<file path="src/rtc_defines.svh">
// Offsets, field positions, reset values and divider tables of the counter.
// Assumes inclusion by bare name; definitions only.
`ifndef RTC_DEFINES_SVH
`define RTC_DEFINES_SVH
`define ADDR_W 3
`define OFS_SC 3'h0
`define OFS_CNT 3'h1
`define OFS_MOD 3'h2
`define OFS_IST 3'h3
`define OFS_IMSK 3'h4
`define FLAG_BIT 7
`define CLKS_HI 6
`define CLKS_LO 5
`define IE_BIT 4
`define PS_HI 3
`define PS_LO 0
`define BYTE_ZERO 8'h00
`define PS_OFF 4'h0
`define CLKS_LPO 2'h0
`define CLKS_EXT 2'h1
`define SRC_LPO 0
`define SRC_EXT 1
`define SRC_INT 2
`define DIV_W 18
`define DIV_CODES 16
`define DIV_ONE 18'h00001
`define PRE_ZERO 18'h00000
// Divide-by values, code 15 down to code 0; code 0 means stopped
`define DIV_LO_TBL {18'h003E8, 18'h001F4, 18'h00064, 18'h00010, \
    18'h0000A, 18'h00004, 18'h00002, 18'h00001, 18'h00400, 18'h00200, \
    18'h00100, 18'h00080, 18'h00040, 18'h00020, 18'h00008, 18'h00000}
`define DIV_HI_TBL {18'h30D40, 18'h186A0, 18'h0C350, 18'h04E20, \
    18'h02710, 18'h01388, 18'h007D0, 18'h003E8, 18'h10000, 18'h08000, \
    18'h04000, 18'h02000, 18'h01000, 18'h00800, 18'h00400, 18'h00000}
`endif

</file>
<file path="src/rtc_pkg.sv">
// Types shared by the periodic wakeup counter.
// Assumes rtc_defines.svh is compiled alongside.
package rtc_pkg;
    typedef struct packed {
        logic match_flag;
        logic [1:0] clock_select_field;
        logic match_irq_enable;
        logic [3:0] prescaler_select_field;
    } status_control_t;
    typedef struct packed {
        logic [2:0] addr;
        logic [7:0] wdata;
        logic wr;
        logic rd;
    } reg_req_t;
endpackage : rtc_pkg

</file>
<file path="src/periodic_wakeup_counter_regs.sv">
// Periodic wakeup counter: source select, prescaler, 8-bit modulo counter.
// Assumes source clock inputs and debug level are synchronous to core_clk
// and much slower than it; bus strobes are single cycle.
//
// Overview of operation
// - Match flag in bit 7 sets on the step after the counter reaches the modulo value.
// - Writing 1 to the flag clears it and the request; 0 keeps it.
// - Bits 6-5 pick source: 00 low-power 1 kHz, 01 external, 1x internal.
// - Changing the clock select clears prescaler and counter.
// - Interrupt request while flag set and enable bit 4 is one.
// - Changing the prescaler select clears prescaler and counter.
// - Select bit 0 low: code 0 off, binary then decimal divide table.
// - Select bit 0 high: code 0 off, 2^10..2^16, then 1000..200000.
// - Count register reads the live count; writes to it are ignored.
// - Counter clears on reset, modulo write, or changed select fields.
// - On match the counter reloads zero and the flag sets.
// - Modulo zero sets the flag on every prescaler output edge.
// - Any modulo write stores the value and clears prescaler and counter.
// - Reset clears flag, select fields, enable and the modulo value.
// - Counting holds in background debug, resumes from held value.
// - Flag sets on the same step that takes the counter to zero.
`timescale 1ns/1ps
`include "rtc_defines.svh"

module periodic_wakeup_counter_regs
    import rtc_pkg::*;
(
    input wire logic core_clk,
    input wire logic reset_n,
    input wire logic [2:0] reg_addr,
    input wire logic [7:0] reg_wdata,
    input wire logic reg_wr,
    input wire logic reg_rd,
    output logic [7:0] reg_rdata,
    input wire logic low_power_1khz_oscillator,
    input wire logic external_reference_clock,
    input wire logic internal_reference_clock,
    input wire logic debug_active,
    output logic irq
);

    reg_req_t req;
    status_control_t sc;
    logic [7:0] count;
    logic [7:0] modulo;
    logic [7:0] irq_status;
    logic [7:0] irq_mask;
    logic [`DIV_W-1:0] presc;
    logic [2:0] src_vec;
    logic [2:0] src_prev;
    logic [2:0] src_rise;
    logic src_edge;
    logic [`DIV_W-1:0] div;
    logic [`DIV_W-1:0] term;
    logic wr_sc;
    logic wr_mod;
    logic fields_changed;
    logic clr;
    logic run;
    logic tick;
    logic match_set;
    logic rd_ist;
    logic [7:0] next_rdata;
    localparam logic [`DIV_CODES*`DIV_W-1:0] div_lo_tbl = `DIV_LO_TBL;
    localparam logic [`DIV_CODES*`DIV_W-1:0] div_hi_tbl = `DIV_HI_TBL;

    assign req = '{addr: reg_addr, wdata: reg_wdata, wr: reg_wr, rd: reg_rd};
    assign wr_sc = req.wr && (req.addr == `OFS_SC);
    assign wr_mod = req.wr && (req.addr == `OFS_MOD);
    assign rd_ist = req.rd && (req.addr == `OFS_IST);

    // A write of identical field values does not restart the count
    assign fields_changed = wr_sc &&
        ((req.wdata[`CLKS_HI:`CLKS_LO] != sc.clock_select_field) ||
         (req.wdata[`PS_HI:`PS_LO] != sc.prescaler_select_field));
    assign clr = wr_mod || fields_changed;

    // Edge detect per source; history kept for all so a switch sees no stale edge
    assign src_vec = {internal_reference_clock, external_reference_clock,
                      low_power_1khz_oscillator};
    genvar gi;
    generate
        for (gi = 0; gi < 3; gi = gi + 1) begin : g_src
            assign src_rise[gi] = src_vec[gi] && !src_prev[gi];
        end
    endgenerate

    always_ff @(posedge core_clk or negedge reset_n) begin
        if (!reset_n) begin
            src_prev <= 3'h0;
        end else begin
            src_prev <= src_vec;
        end
    end

    always_comb begin
        unique case (sc.clock_select_field)
            `CLKS_LPO: src_edge = src_rise[`SRC_LPO];
            `CLKS_EXT: src_edge = src_rise[`SRC_EXT];
            default: src_edge = src_rise[`SRC_INT];
        endcase
    end

    // Divider lookup; select bit 0 picks the table
    always_comb begin
        if (sc.clock_select_field[0]) begin
            div = div_hi_tbl[sc.prescaler_select_field * `DIV_W +: `DIV_W];
        end else begin
            div = div_lo_tbl[sc.prescaler_select_field * `DIV_W +: `DIV_W];
        end
        term = div - `DIV_ONE;
    end

    // Debug freezes both prescaler and counter so counting resumes in place
    assign run = (sc.prescaler_select_field != `PS_OFF) && !debug_active;
    assign tick = run && src_edge && (presc == term) && !clr;
    assign match_set = tick && (count == modulo);

    always_ff @(posedge core_clk or negedge reset_n) begin
        if (!reset_n) begin
            presc <= `PRE_ZERO;
        end else if (clr) begin
            presc <= `PRE_ZERO;
        end else if (run && src_edge) begin
            presc <= (presc == term) ? `PRE_ZERO : presc + `DIV_ONE;
        end
    end

    always_ff @(posedge core_clk or negedge reset_n) begin
        if (!reset_n) begin
            count <= `BYTE_ZERO;
        end else if (clr) begin
            count <= `BYTE_ZERO;
        end else if (match_set) begin
            count <= `BYTE_ZERO;
        end else if (tick) begin
            count <= count + 8'h01;
        end
    end

    // Count register has no write path at all
    always_ff @(posedge core_clk or negedge reset_n) begin
        if (!reset_n) begin
            modulo <= `BYTE_ZERO;
        end else if (wr_mod) begin
            modulo <= req.wdata;
        end
    end

    // One process owns the register; software keeps the chosen source running
    always_ff @(posedge core_clk or negedge reset_n) begin
        if (!reset_n) begin
            sc.match_flag <= 1'b0;
            sc.clock_select_field <= `CLKS_LPO;
            sc.match_irq_enable <= 1'b0;
            sc.prescaler_select_field <= `PS_OFF;
        end else begin
            if (wr_sc) begin
                sc.clock_select_field <= req.wdata[`CLKS_HI:`CLKS_LO];
                sc.match_irq_enable <= req.wdata[`IE_BIT];
                sc.prescaler_select_field <= req.wdata[`PS_HI:`PS_LO];
            end
            // Set beats a same-cycle write-one clear, so no match is lost
            if (match_set) begin
                sc.match_flag <= 1'b1;
            end else if (wr_sc && req.wdata[`FLAG_BIT]) begin
                sc.match_flag <= 1'b0;
            end
        end
    end

    // System event status: read clears, set wins over the clearing read
    always_ff @(posedge core_clk or negedge reset_n) begin
        if (!reset_n) begin
            irq_status <= `BYTE_ZERO;
        end else begin
            irq_status[0] <= match_set || (irq_status[0] && !rd_ist);
            irq_status[7:1] <= 7'h00;
        end
    end

    always_ff @(posedge core_clk or negedge reset_n) begin
        if (!reset_n) begin
            irq_mask <= `BYTE_ZERO;
        end else if (req.wr && (req.addr == `OFS_IMSK)) begin
            irq_mask <= {7'h00, req.wdata[0]};
        end
    end

    always_ff @(posedge core_clk or negedge reset_n) begin
        if (!reset_n) begin
            irq <= 1'b0;
        end else begin
            irq <= (sc.match_flag && sc.match_irq_enable) ||
                   ((irq_status & irq_mask) != `BYTE_ZERO);
        end
    end

    always_comb begin
        next_rdata = `BYTE_ZERO;
        if (req.rd) begin
            unique case (req.addr)
                `OFS_SC: next_rdata = sc;
                `OFS_CNT: next_rdata = count;
                `OFS_MOD: next_rdata = modulo;
                `OFS_IST: next_rdata = irq_status;
                `OFS_IMSK: next_rdata = irq_mask;
                default: next_rdata = `BYTE_ZERO;
            endcase
        end
    end

    always_ff @(posedge core_clk or negedge reset_n) begin
        if (!reset_n) begin
            reg_rdata <= `BYTE_ZERO;
        end else begin
            reg_rdata <= next_rdata;
        end
    end
endmodule : periodic_wakeup_counter_regs

</file>
<file path="config.mk">
export PLATFORM = sky130hd
export DESIGN_NAME = periodic_wakeup_counter_regs
export DESIGN_NICKNAME = d
export VERILOG_FILES = /design/src/rtc_pkg.sv /design/src/periodic_wakeup_counter_regs.sv
export VERILOG_INCLUDE_DIRS = /design/src
export SDC_FILE = /design/constraint.sdc
export NUM_CORES = 1
export LEC_CHECK = 0
export ABC_AREA = 1
export BUFFER_PORTS_ARGS = -buffer_cell sky130_fd_sc_hd__buf_2
export CELL_PAD_IN_SITES_DETAIL_PLACEMENT = 0
export CELL_PAD_IN_SITES_GLOBAL_PLACEMENT = 1
export CORE_UTILIZATION = 45
export DETAILED_ROUTE_END_ITERATION = 12
export GPL_ROUTABILITY_DRIVEN = 0
export PLACE_DENSITY = 0.88
export SYNTH_ARGS = -nofsm -noshare
export SYNTH_HDL_FRONTEND = slang
export SYNTH_SLANG_ARGS = --single-unit
export TNS_END_PERCENT = 50
</file>
<file path="constraint.sdc">
create_clock -name core_clk -period 3.8 [get_ports core_clk]
set_input_delay 0.95 -clock core_clk [delete_from_list [all_inputs] [get_ports core_clk]]
set_output_delay 0.95 -clock core_clk [all_outputs]
set_load 0.01 [all_outputs]
</file>
# After elaboration in Yosys (flattened, before gate mapping)
# Index checks and enable logic that the tools add are counted.
dict set report totals {
  regBits 56
  wordCells 73
}
dict set report op_classes {
  add_sub_neg 3
  multipliers 1
  eq_ne 9
  shift 2
  mux 12
  bitwise 1
  n_reduce_logical 33
}
# op n
set ops {}
lappend ops {{variable part select 288 x 10 -> 18 bit (first input constant)} 2}
lappend ops {{two-way mux 18 bit} 4}
lappend ops {{case mux 8 bit (5 select lines)} 1}
lappend ops {{two-way mux 8 bit} 4}
lappend ops {{adder 18 x 1 -> 18 bit (second input constant)} 1}
lappend ops {{equality test 18 bit} 1}
lappend ops {{subtractor 18 x 1 -> 18 bit (second input constant)} 1}
lappend ops {{logical AND 1 bit} 16}
lappend ops {{adder 8 x 1 -> 8 bit (second input constant)} 1}
lappend ops {{equality test 8 bit} 1}
lappend ops {{multiplier 4 x 4 -> 8 bit (second input constant)} 1}
lappend ops {{nonzero test 8 bit} 1}
lappend ops {{equality test 3 x 2 -> 1 bit (second input constant)} 2}
lappend ops {{zero test 1 bit} 6}
lappend ops {{logical OR 1 bit} 4}
lappend ops {{inequality test 4 bit} 1}
lappend ops {{nonzero test 2 bit} 2}
lappend ops {{nonzero test 4 bit} 1}
lappend ops {{equality test 3 x 1 -> 1 bit (second input constant)} 1}
lappend ops {{equality test 3 bit (second input constant)} 1}
lappend ops {{zero test 3 bit} 1}
lappend ops {{nonzero test 3 bit} 1}
lappend ops {{equality test 2 x 1 -> 1 bit (second input constant)} 1}
lappend ops {{zero test 2 bit} 1}
lappend ops {{4 further kinds} 5}

# Logic depth before layout (Yosys ltp)
# Gate-level depths: netlist (run 1).
dict set report depth {
  depth_word 10
  depth_mapped 22
}

# Worst setup path after synthesis (run 1)
# Ideal clock, no wire load.
dict set report synth_path {
  kind {reg-to-reg}
  from {register sc[5] (netlist name)}
  to {register presc[16]}
  setup_ns 0.122
  t_arrival_ns 2.643
  slack_ns 1.035
  path_stages_with_launch 21
  n_path_buf 1
  synth_period_minus_slack_ns 2.765
  cell_sequence {dfrtp_1 > inv_1 > ha_1 > inv_1 > nor2_1 > nand2_2 > ha_1 > xnor2_1 > a21oi_1 > nand2_1 > nor2_1 > nand3_1 > nor2_1 > nand3_1 > nor2_2 > nand2_1 > nor2_2 > nand2_4 > nand2_4 > buf_8 > o21ai_2}
}
dict set report synth_via {
  elab_chain_len 6
  word_cells_on_any_way 15
}
# element line_no
set synth_rtl {}
lappend synth_rtl {{start, declared} periodic_wakeup_counter_regs.sv:43} ;# status_control_t sc;
lappend synth_rtl {{two-way mux 18 bit} periodic_wakeup_counter_regs.sv:106} ;# if (sc.clock_select_field[0]) begin
lappend synth_rtl {{subtractor 18 x 1 -> 18 bit (no source line)} -}
lappend synth_rtl {{equality test 18 bit} periodic_wakeup_counter_regs.sv:125} ;# presc <= (presc == term) ? `PRE_ZERO : presc + `DIV_ONE;
lappend synth_rtl {{two-way mux 18 bit (no source line)} -}
lappend synth_rtl {{two-way mux 18 bit} periodic_wakeup_counter_regs.sv:124} ;# end else if (run && src_edge) begin
lappend synth_rtl {{two-way mux 18 bit} periodic_wakeup_counter_regs.sv:122} ;# end else if (clr) begin
lappend synth_rtl {{end signal, assigned} periodic_wakeup_counter_regs.sv:121} ;# presc <= `PRE_ZERO;
lappend synth_rtl {{end signal, assigned} periodic_wakeup_counter_regs.sv:123} ;# presc <= `PRE_ZERO;
lappend synth_rtl {{end signal, assigned} periodic_wakeup_counter_regs.sv:125}
lappend synth_rtl {{end, declared} periodic_wakeup_counter_regs.sv:48} ;# logic [`DIV_W-1:0] presc;
# Several ways; a longest one is shown, not always the timed one. The select of a mux whose other input is x is not followed.
# A chain may end at the register's enable or synchronous reset.

# Worst setup path after layout (run 1)
dict set report layout_path {
  from {register sc[5] (netlist name)}
  to {register presc[3]}
}
# Same word-level chain as after synthesis.

==> metrics.md, run 1 <==
| Metric | Value |
|---|---|
| Clock Latency Late Sink | 0.32 ns |
| Power Total | 2290 uW |
| Fin crit period | 3.27 ns |
| Synth warnings | 0 |
| Top cells by area, synth | dfrtp_1 31%, nand2_1 17%, inv_1 6.4% |
| Status | finished, final reports clean |
| Final Hold Viols | 0 |
| DR vias | 4295 |
| EDFF count, synth | 0 |
| Fin util | 0.501 |
| Sw power | 1060 uW |
| Cell taking the most area after synthesis | dfrtp_1 |
| CP required | 3.99 ns |
| Vias per Instance | 5.19 |
| Cell variety after synth | 43 |
| WP buf/inv | 3 |
| CP endpoint kind | flop |
| Critical Path, Cell by Cell | inv_1 > ha_1 > inv_1 > nor2_1 > nand2_1 > nand2_1 > nor2_2 > nand2_2 > nor2_4 > nand3_2 > nor2_1 > nand2_1 > nand2_1 > inv_2 > nor2_2 > nand2_1 > nor2_4 > nand2_4 > nand2_4 > o21ai_0 |
| Rel. slew slack | 0.374 |
| IO Count | 28 |
| Synthesized instance count | 667 |
| CP arrival | 3.46 ns |
| Clock power frac | 0.175 |
| Slowest cell on the critical path | dfrtp_1 |
| Maximum VDD drop | 0.000239 V |
| Post-synth top area share | 0.311 |
| Clock Path Buffers | 2 |
| Starting Density | 0.463 |
| Final Cell Area | 4870 sq um |
| Setup TNS Final | 0 ns |
| Dpl cell area | 4760 sq um |
| # setup viols final | 0 |
| Most instantiated cells after synthesis | 205 x nand2_1, 77 x inv_1, 57 x nand3_1 |
| Root buf cell | clkbuf_8 |
| Remaining DRCs | 0 |
| Die H | 102 microns |
| Count leader, synth | nand2_1 |
| Sw Share | 0.465 |
| Leak | 0.00250 uW |
| Hold buffers post-CTS | 0 |
| Worst min-delay path category | flop to flop |
| Rows | 36 |
| CTS Buf Count | 5 |
| First-pass GRT wire length | 19500 microns |
| Die footprint | 10400 sq um |
| Sequential-to-total area share from yosys stat | 0.311 |
| Setup CP Type | flop to flop |
| # diodes | 0 |
| Initial antenna violation count | 0 |
| Chip Width | 102 microns |
| Resize count post-CTS | 0 |
| Vias in the first global route | 4040 |
| Routed WL | 11600 microns |
| Cell Int Power | 1230 uW |
| GRT overflow | 0 |
| Syn-to-layout area delta | 8.08% |
| Async SR Flop Fraction | 1.00 |
| CTS clock-pin slew for the worst setup and hold paths | 0.11 ns |
| Post-CTS setup buffer count | 0 |
| Mapped Avg Cell Area | 6.76 sq um |
| Post-DRT Antenna Nets | 0 |
| F_max | 305 MHz |
| Cell mode on critical path | nand2_1 |
| Clk_skew | 0.0157 ns |
| RSZ-0062 raised after global routing | false |
| Core Region | 9730 sq um |
| H-tree Lvls | 2 |
| Startpoint Class | flop |
| FF+latch count, synth | 56 |
| Largest net degree at the start of global routing | 42 |
| Slew Limit Fails | 0 |
| Top delay family on crit path | simple AND/OR/NAND/NOR gates |
| CTS tree | yes |
| Clock Sinks | 56 |
| Syn_nets | 694 |
| Worst-Margin Slew | 0.939 ns |
| Wire per inst | 14.0 microns |
| CP Max Fanout | 16 |
| Gr usage total | 0.240 |
| Main flop type after synthesis | dfrtp_1 |
| Max incr delay on CP | 0.54 ns |
| Logic pwr share | 0.507 |
| Period utilization | 0.861 |
| Pwr Density | 470 nW/um^2 |
| DRT Pass-1 Iters | 6 |
| Initial drt markers | 195 |
| Port bufs | 27 |
| Nets | 721 |
| Mapped Area | 4510 sq um |
| Layout cells sized above 1 | 0.151 |
| Total of max-cap violations | 0 |
| Reg power frac | 0.318 |
| DP HPWL | 9260 microns |
per-layer routing:
metal,track usage,vias up,wire length [microns]
met5,0,-,0
met4,0.0703,0,216
met3,0.0260,18,535
met2,0.413,106,5470
met1,0.318,1985,5350
li1,-,2186,-
cell usage in the layout (no fill, tap or decap), types with 3 or more instances in the layout:
| cell type | Yosys | final |
|---|---|---|
| o21ai_0 | 32 | 32 |
| o21ai_2 | 10 | 10 |
| nand4_1 | 21 | 21 |
| nand3_1 | 57 | 57 |
| o22ai_1 | 5 | 5 |
| nand2_1 | 205 | 205 |
| inv_1 | 77 | 77 |
| a21oi_1 | 7 | 7 |
| inv_2 | 13 | 13 |
| clkbuf_8 | 0 | 5 |
| nor2_2 | 11 | 11 |
| o21ai_1 | 5 | 5 |
| nand3_2 | 4 | 4 |
| xor2_1 | 23 | 23 |
| nor2_4 | 7 | 7 |
| nor2_1 | 54 | 54 |
| dfrtp_1 | 56 | 56 |
| buf_2 | 0 | 27 |
| o221ai_1 | 3 | 3 |
| nor3_1 | 8 | 8 |
| xnor2_1 | 10 | 10 |
| buf_4 | 2 | 5 |
| nand2_2 | 12 | 12 |
| nand3b_1 | 5 | 5 |
| ha_1 | 8 | 8 |
path summary, 6_finish.rpt:
path / cells after the start / slack [ns] / to / start
min in group asynchronous: 1 / 0.76 / presc[7] / reset_n
max in group asynchronous: 2 / 2.26 / count[4] / reset_n
hold reg to reg: 2 / 0.50 / sc[7] / sc[7]
setup reg to reg: 20 / 0.53 / presc[3] / sc[5]
hold / removal: 2 / 0.50 / sc[7] / sc[7]
setup / recovery: 20 / 0.53 / presc[3] / sc[5]
power groups by stage:
| stage | combinational [uW] | sequential (uW) | clock [uW] |
|---|---|---|---|
| finish | 1160 | 728 | 401 |
| CTS | 1150 | 729 | 413 |
| detailed placement | 1140 | 740 | 0 |
| floorplan | 937 | 707 | 0 |
| global placement | 1140 | 740 | 0 |
| global route | 1310 | 741 | 433 |
layout make-up:
cell class	instances	area, sq um
fillers	1048	4860
repair buffers	32	173
flip-flops and latches	56	1400
multi-input cells	506	2670
clock inverters	3	42.5
well taps	133	166
inverters	93	352
clock buffers	5	68.8
worst reg2reg max path: cells and delay by family (launching register included):
family / cells / cell delay [ns]
DFF: 1 / 0.54
buffers and inverters: 3 / 0.33
AOI/OAI and AO/OA: 1 / 0.12
and+or+nand+nor: 15 / 1.83
adders and majority gates: 1 / 0.30
metrics by stage:
stage	std cells	worst slack (ns)	hold slack, ns
floorplan	667	1.03	0.450
global placement	820	0.706	0.484
detailed placement	820	0.615	0.471
CTS	828	0.582	0.503
global route	828	0.190	0.548
finish	828	0.527	0.498
cells by family after synthesis:
logic type | count (synthesis) | share of synthesized area
adders and majority gates | 8 | 0.0222
xor gates and xnor gates | 33 | 0.0641
DFF | 56 | 0.311
AOI/OAI and AO/OA | 70 | 0.0958
and+or+nand+nor | 395 | 0.410
buffers and inverters | 105 | 0.0971
registers in the layout (all words and copies together) (netlist names):
register and count:
irq_status 1, presc 18, reg_rdata 8, modulo 8
src_prev 3, count 8, irq_mask 1, irq 1
sc 8
Power figures use the tool's default switching activity.
==> run 2: changes to the inputs <==
==> constraint.sdc (replaced) <==
create_clock -name core_clk -period 3.8 [get_ports core_clk]
set_input_delay 0 -clock core_clk [delete_from_list [all_inputs] [get_ports core_clk]]
set_output_delay 0 -clock core_clk [all_outputs]
set_load 0.01 [all_outputs]
==> metrics.md, run 2 (synthesis results as in run 1) <==
| Metric | Value |
|---|---|
| Setup TNS Final | 0 ns (unchanged) |
| Status | finished, final reports clean |
| Sw Share | 0.477 (+0.0128) |
| # diodes | 0 (unchanged) |
| Die H | 102 microns (unchanged) |
| Commonest non-fill, non-tap cells in the layout | 205 x nand2_1, 77 x inv_1, 57 x nand3_1, 56 x dfrtp_1, 54 x nor2_1 |
| Die footprint | 10400 sq um (unchanged) |
| Initial drt markers | 217 (+11%) |
| Post-Layout Cell Count | 841 (+1.6%) |
| Setup CP Type | flop to flop |
| Clock Latency Late Sink | 0.32 ns (about the same) |
| Rel. slew slack | 0.495 (+0.120) |
| WP buf/inv | 4 (+1) |
| CP endpoint kind | flop |
| Resize count post-CTS | 0 (unchanged) |
| H-tree Lvls | 2 (unchanged) |
| Logic pwr share | 0.521 (+0.014) |
| Max incr delay on CP | 0.55 ns (about the same) |
| CP arrival | 3.45 ns (about the same) |
| Layout cells sized above 1 | 0.147 (-0.00419) |
| Initial antenna violation count | 0 (unchanged) |
| Pwr Density | 450 nW/um^2 (-4.2%) |
| RSZ-0062 raised after global routing | false |
| CTS tree | yes |
| F_max | 310 MHz (+1.6%) |
| Rows | 36 (unchanged) |
| Vias per Instance | 5.17 (-0.35%) |
| Worst min-delay path category | input port to flop |
| CTS clock-pin slew for the worst setup and hold paths | 0.11 ns (about the same) |
| First-pass GRT wire length | 20100 microns (+2.9%) |
| Starting Density | 0.463 (unchanged) |
| Wire per inst | 14.1 microns (+0.77%) |
| Largest register FFs | 18 (unchanged) |
| DR vias | 4347 (+1.2%) |
| Slew Limit Fails | 0 (unchanged) |
| Slowest cell on the critical path | dfrtp_1 |
| GRT overflow | 0 (unchanged) |
| Port bufs | 27 (unchanged) |
| Clock Sinks | 56 (unchanged) |
| Top delay family on crit path | simple AND/OR/NAND/NOR gates |
| Critical Path, Cell by Cell | inv_1 > ha_1 > inv_1 > nor2_1 > nand2_2 > ha_1 > nand3_1 > inv_2 > nand3_4 > nor2_8 > nand2_2 > nor2_2 > xnor2_1 > clkinv_1 > nand2_1 > nor2_4 > nand2_4 > nand2_4 > o21ai_0 |
| Chip Width | 102 microns (unchanged) |
| CP required | 4.03 ns (+0.04 ns) |
| Worst-Margin Slew | 0.755 ns (-0.183 ns) |
| Remaining DRCs | 0 (unchanged) |
| Syn-to-layout area delta | 10.6% |
| Gr usage total | 0.247 (+0.00718) |
| Cell Int Power | 1170 uW (-4.4%) |
| Nets | 734 (+1.8%) |
| Sw power | 1070 uW (+0.67%) |
| Clk_skew | 0.0140 ns (-0.00167 ns) |
| DP HPWL | 9210 microns (-0.54%) |
| Clock Path Buffers | 2 (unchanged) |
| Reg power frac | 0.325 (+0.007) |
| Final Hold Viols | 0 (unchanged) |
| CTS Buf Count | 5 (unchanged) |
| IO Count | 28 (unchanged) |
| Startpoint Class | flop |
| Fin util | 0.512 (+0.0116) |
| Fin crit period | 3.22 ns (-0.0513 ns) |
| Root buf cell | clkbuf_8 |
| Core Region | 9730 sq um (unchanged) |
| Vias in the first global route | 4164 (+3.1%) |
| CP Max Fanout | 16 (unchanged) |
| DRT Pass-1 Iters | 5 (-1) |
| Period utilization | 0.848 (-0.0135) |
| Leak | 0.00255 uW (+1.9%) |
| Total of max-cap violations | 0 (unchanged) |
| Post-DRT Antenna Nets | 0 (unchanged) |
| Most common cell after layout, fill and taps aside | nand2_1 |
| Maximum VDD drop | 0.000215 V (-10%) |
| Largest net degree at the start of global routing | 57 (+36%) |
| Cell total after placement | 819 (-0.12%) |
| Routed WL | 11800 microns (+2.4%) |
| Clock power frac | 0.153 (-0.022) |
| # setup viols final | 0 (unchanged) |
| Top reg by flops | presc |
## run 2: area by class of cell
cell class,count,area (sq um)
fill,1008,4740
multi-input combinational,506,2670
sequential,56,1400
inverter,93,352
timing repair buffer,45,305
tap,133,166
clock buffer,5,68.8
clock inverter,3,22.5
## run 2: power groups by stage
| stage | sequential [uW] | combinational [uW] | clock, uW |
|---|---|---|---|
| 3_3_place_gp | 739 | 1140 | 0 |
| 5_1_grt | 742 | 1310 | 376 |
| 2_1_floorplan | 707 | 937 | 0 |
| 6_report | 729 | 1170 | 344 |
| 3_5_place_dp | 739 | 1140 | 0 |
| 4_1_cts | 728 | 1160 | 356 |
## run 2: final timing paths
path                             start           to  slack (ns)  cells after the start
max                              sc[5]     presc[6]        0.58                     19
min                        reg_addr[2]  irq_mask[0]        0.03                      3
max reg2reg                      sc[5]     presc[6]        0.58                     19
min reg2reg                  presc[11]    presc[11]        0.53                      2
max in group asynchronous      reset_n     count[3]        2.94                      3
min in group asynchronous      reset_n    presc[13]        0.37                      3
## run 2: what timing repair did
item                                   CTS  global route
hold buffers                            14             0
endpoints found under the hold margin   83             0
buffers inserted                         0             0
## run 2: worst min-delay path, delay by kind of cell
kind / cells / cell delay, ns
buffers and inverters: 1 / 0.13
AO/OA/AOI/OAI: 1 / 0.09
AND/OR/NAND/NOR: 1 / 0.10
## run 2: per-stage QoR
step	setup slack [ns]	total power (uW)	instance area [sq um]	hold WS (ns)
3_3_place_gp	0.727	1880	4750	0.121
3_5_place_dp	0.618	1880	4750	0.131
2_1_floorplan	1.03	1640	4510	-0.296
6_report	0.578	2240	4980	0.0312
4_1_cts	0.572	2240	4980	0.00531
5_1_grt	0.215	2430	4980	0.0532
## run 2: routing by layer
metal | up-vias | part of all wire | global-route usage
met3 | 14 | 0.031 | 0.0253
met5 | - | 0 | 0
met2 | 92 | 0.48 | 0.430
met1 | 2025 | 0.47 | 0.328
met4 | 0 | 0.017 | 0.0648
li1 | 2216 | - | -
==> run 3: changes to the inputs <==
--- a/config.mk
+++ b/config.mk
@@ -10,10 +10,10 @@
 export BUFFER_PORTS_ARGS = -buffer_cell sky130_fd_sc_hd__buf_2
 export CELL_PAD_IN_SITES_DETAIL_PLACEMENT = 0
 export CELL_PAD_IN_SITES_GLOBAL_PLACEMENT = 1
-export CORE_UTILIZATION = 45
+export CORE_UTILIZATION = 40
 export DETAILED_ROUTE_END_ITERATION = 12
 export GPL_ROUTABILITY_DRIVEN = 0
-export PLACE_DENSITY = 0.88
+export PLACE_DENSITY = 0.83
 export SYNTH_ARGS = -nofsm -noshare
 export SYNTH_HDL_FRONTEND = slang
 export SYNTH_SLANG_ARGS = --single-unit
==> constraint.sdc (replaced) <==
create_clock -name core_clk -period 2.68 [get_ports core_clk]
set_input_delay 0 -clock core_clk [delete_from_list [all_inputs] [get_ports core_clk]]
set_output_delay 0 -clock core_clk [all_outputs]
set_load 0.01 [all_outputs]
==> metrics.md, run 3 (synthesis results as in run 1) <==
| Metric | Value |
|---|---|
| WHS | 0.0201 ns (-0.0111 ns) |
| Slew Limit Fails | 0 (unchanged) |
| Core Region | 10900 sq um (+12%) |
| CTS Buf Count | 5 (unchanged) |
| CTS tree | yes |
| Top reg by flops | presc |
| Nets | 826 (+13%) |
| CTS clock-pin slew for the worst setup and hold paths | 0.10 ns (about the same) |
| DRT Pass-1 Iters | 5 (unchanged) |
| Setup CP Type | flop to flop |
| CP endpoint kind | flop |
| Worst Hold End | irq_status[0] |
| Initial antenna violation count | 0 (unchanged) |
| Dpl cell area | 5250 sq um (+10%) |
| Clock Sinks | 56 (unchanged) |
| Root buf cell | clkbuf_8 |
| Die footprint | 11700 sq um (+12%) |
| Hold path cells | 4 (+1) |
| Port bufs | 27 (unchanged) |
| # diodes | 0 (unchanged) |
| Final Hold Viols | 0 (unchanged) |
| Worst R2R End | presc[3] |
| Rel. slew slack | 0.490 (-0.00453) |
| Commonest non-fill, non-tap cells in the layout | 177 x nand2_1, 83 x buf_4, 71 x inv_1, 53 x dfrtp_1, 47 x nand3_1 |
| Die H | 108 microns (+5.9%) |
| Wire per inst | 14.5 microns (+3.2%) |
| Period utilization | 1.03 (+0.183) |
| Final worst slack | -0.0819 ns (-0.660 ns) |
| Total of max-cap violations | 0 (unchanged) |
| Reg2Reg Launch Point | sc[0] |
| Reg2reg path depth | 18 (-1) |
| Most common cell after layout, fill and taps aside | nand2_1 |
| Cell mode on critical path | nand2_2 |
| Post-DRT Antenna Nets | 0 (unchanged) |
| Worst Hold Launch | reg_addr[0] |
| Clk_skew | 0.0118 ns (-0.00218 ns) |
| Remaining DRCs | 0 (unchanged) |
| Reg2reg setup slack | -0.08 ns (-0.66 ns) |
| Layout cells sized above 1 | 0.331 (+0.184) |
| GRT overflow | 0 (unchanged) |
| Startpoint Class | flop |
| CP required | 2.89 ns (-1.14 ns) |
| Max incr delay on CP | 0.41 ns (-0.14 ns) |
| Syn-to-layout area delta | 36.1% |
| Clock Latency Late Sink | 0.32 ns (about the same) |
| Failing checks | negative setup slack |
| Largest net degree at the start of global routing | 34 (-40%) |
| Leak | 0.00309 uW (+21%) |
| Final Cell Area | 6130 sq um (+23%) |
| Worst min-delay path category | input port to flop |
| Slowest cell on the critical path | dfrtp_1 |
| Rows | 38 (+5.6%) |
| DP HPWL | 9940 microns (+7.9%) |
| CP arrival | 2.97 ns (-0.48 ns) |
| Initial drt markers | 311 (+43%) |
| H-tree Lvls | 2 (unchanged) |
| First-pass GRT wire length | 22400 microns (+12%) |
| RSZ-0062 raised after global routing | true |
| Critical Path, Cell by Cell | buf_4 > ha_4 > nand2_2 > inv_1 > nand2_2 > nand2_4 > nor2_8 > nand3_4 > nor2_8 > nand3_1 > nand2_1 > nand3_1 > nor2_2 > nand2_2 > nor2_4 > nand2_4 > nand2_8 > o21ai_2 |
| Maximum VDD drop | 0.000435 V (+100%) |
| Status | complete, but fails checks |
| CP Max Fanout | 8 (-8) |
| Gr usage total | 0.244 (-0.00342) |
| F_max | 362 MHz (+17%) |
| Worst-Margin Slew | 0.765 ns (+0.00959 ns) |
| Starting Density | 0.414 (-0.0493) |
| Fin crit period | 2.76 ns (-0.460 ns) |
| Vias in the first global route | 4672 (+12%) |
| IO Count | 28 (unchanged) |
| Largest register FFs | 18 (unchanged) |
| Vias per Instance | 5.09 (-1.4%) |
| # setup viols final | 26 (+26) |
| DR vias | 4789 (+10%) |
| Pwr Density | 673 nW/um^2 (+50%) |
| Routed WL | 13700 microns (+15%) |
| Chip Width | 108 microns (+5.9%) |
| Clock Path Buffers | 2 (unchanged) |
## run 3: critical path, delay by kind of cell, from the launching register on
kind | cells | cell delay [ns]
and+or+nand+nor | 14 | 1.74
AOI/OAI and AO/OA | 1 | 0.07
adders and majority gates | 1 | 0.18
buffers and inverters | 2 | 0.22
DFF | 1 | 0.41
## run 3: area by class of cell
cell class / count / area [sq um]
sequential: 56 / 1410
tap: 140 / 175
fill: 1024 / 4750
multi-input combinational: 510 / 3080
timing repair buffer: 133 / 1020
clock buffer: 7 / 86.3
clock inverter: 1 / 7.51
inverter: 93 / 359
## run 3: where the power goes
group | switching (uW) | internal [uW]
clock | 283 | 211
sequential | 97.6 | 925
combinational | 1500 | 1110
total | 1880 | 2250
## run 3: worst max-delay path by stage
stage | from | endpoint | slack [ns] | depth (start not counted)
after global placement | sc[5] | presc[7] | -0.10 | 18
final | sc[0] | presc[3] | -0.08 | 18
after global routing | sc[0] | presc[3] | -0.22 | 20
after detailed placement | sc[0] | presc[3] | -0.17 | 21
after floorplan | sc[5] | presc[16] | 0.01 | 20
after CTS | sc[0] | presc[3] | -0.02 | 20
## run 3: timing repair
action                                  4_1_cts  5_1_grt
endpoints found under the setup margin       28       28
pin swaps                                    34       29
setup buffers                                14       10
hold buffers                                 15        0
endpoints found under the hold margin        59        0
gates resized for setup                      60       52
cloned                                        3        1
## run 3: routing by layer
layer	up-vias	GRT usage	wire (microns)
li1	2406	-	-
met1	2228	0.303	5900
met2	125	0.426	6720
met3	30	0.0301	604
met4	0	0.0978	429
met5	-	0	0
## run 3: through the flow
step                power, uW  TNS, ns  utilization  worst slack (ns)  std cells
floorplan                2340        0            -            0.0150        667
global placement         2970    -2.03        0.482            -0.100        890
detailed placement       3010    -3.78        0.482            -0.174        890
CTS                      3850  -0.0644        0.537           -0.0158        929
global route             4400    -5.42        0.563            -0.224        940
finish                   4130    -1.35        0.563           -0.0819        940
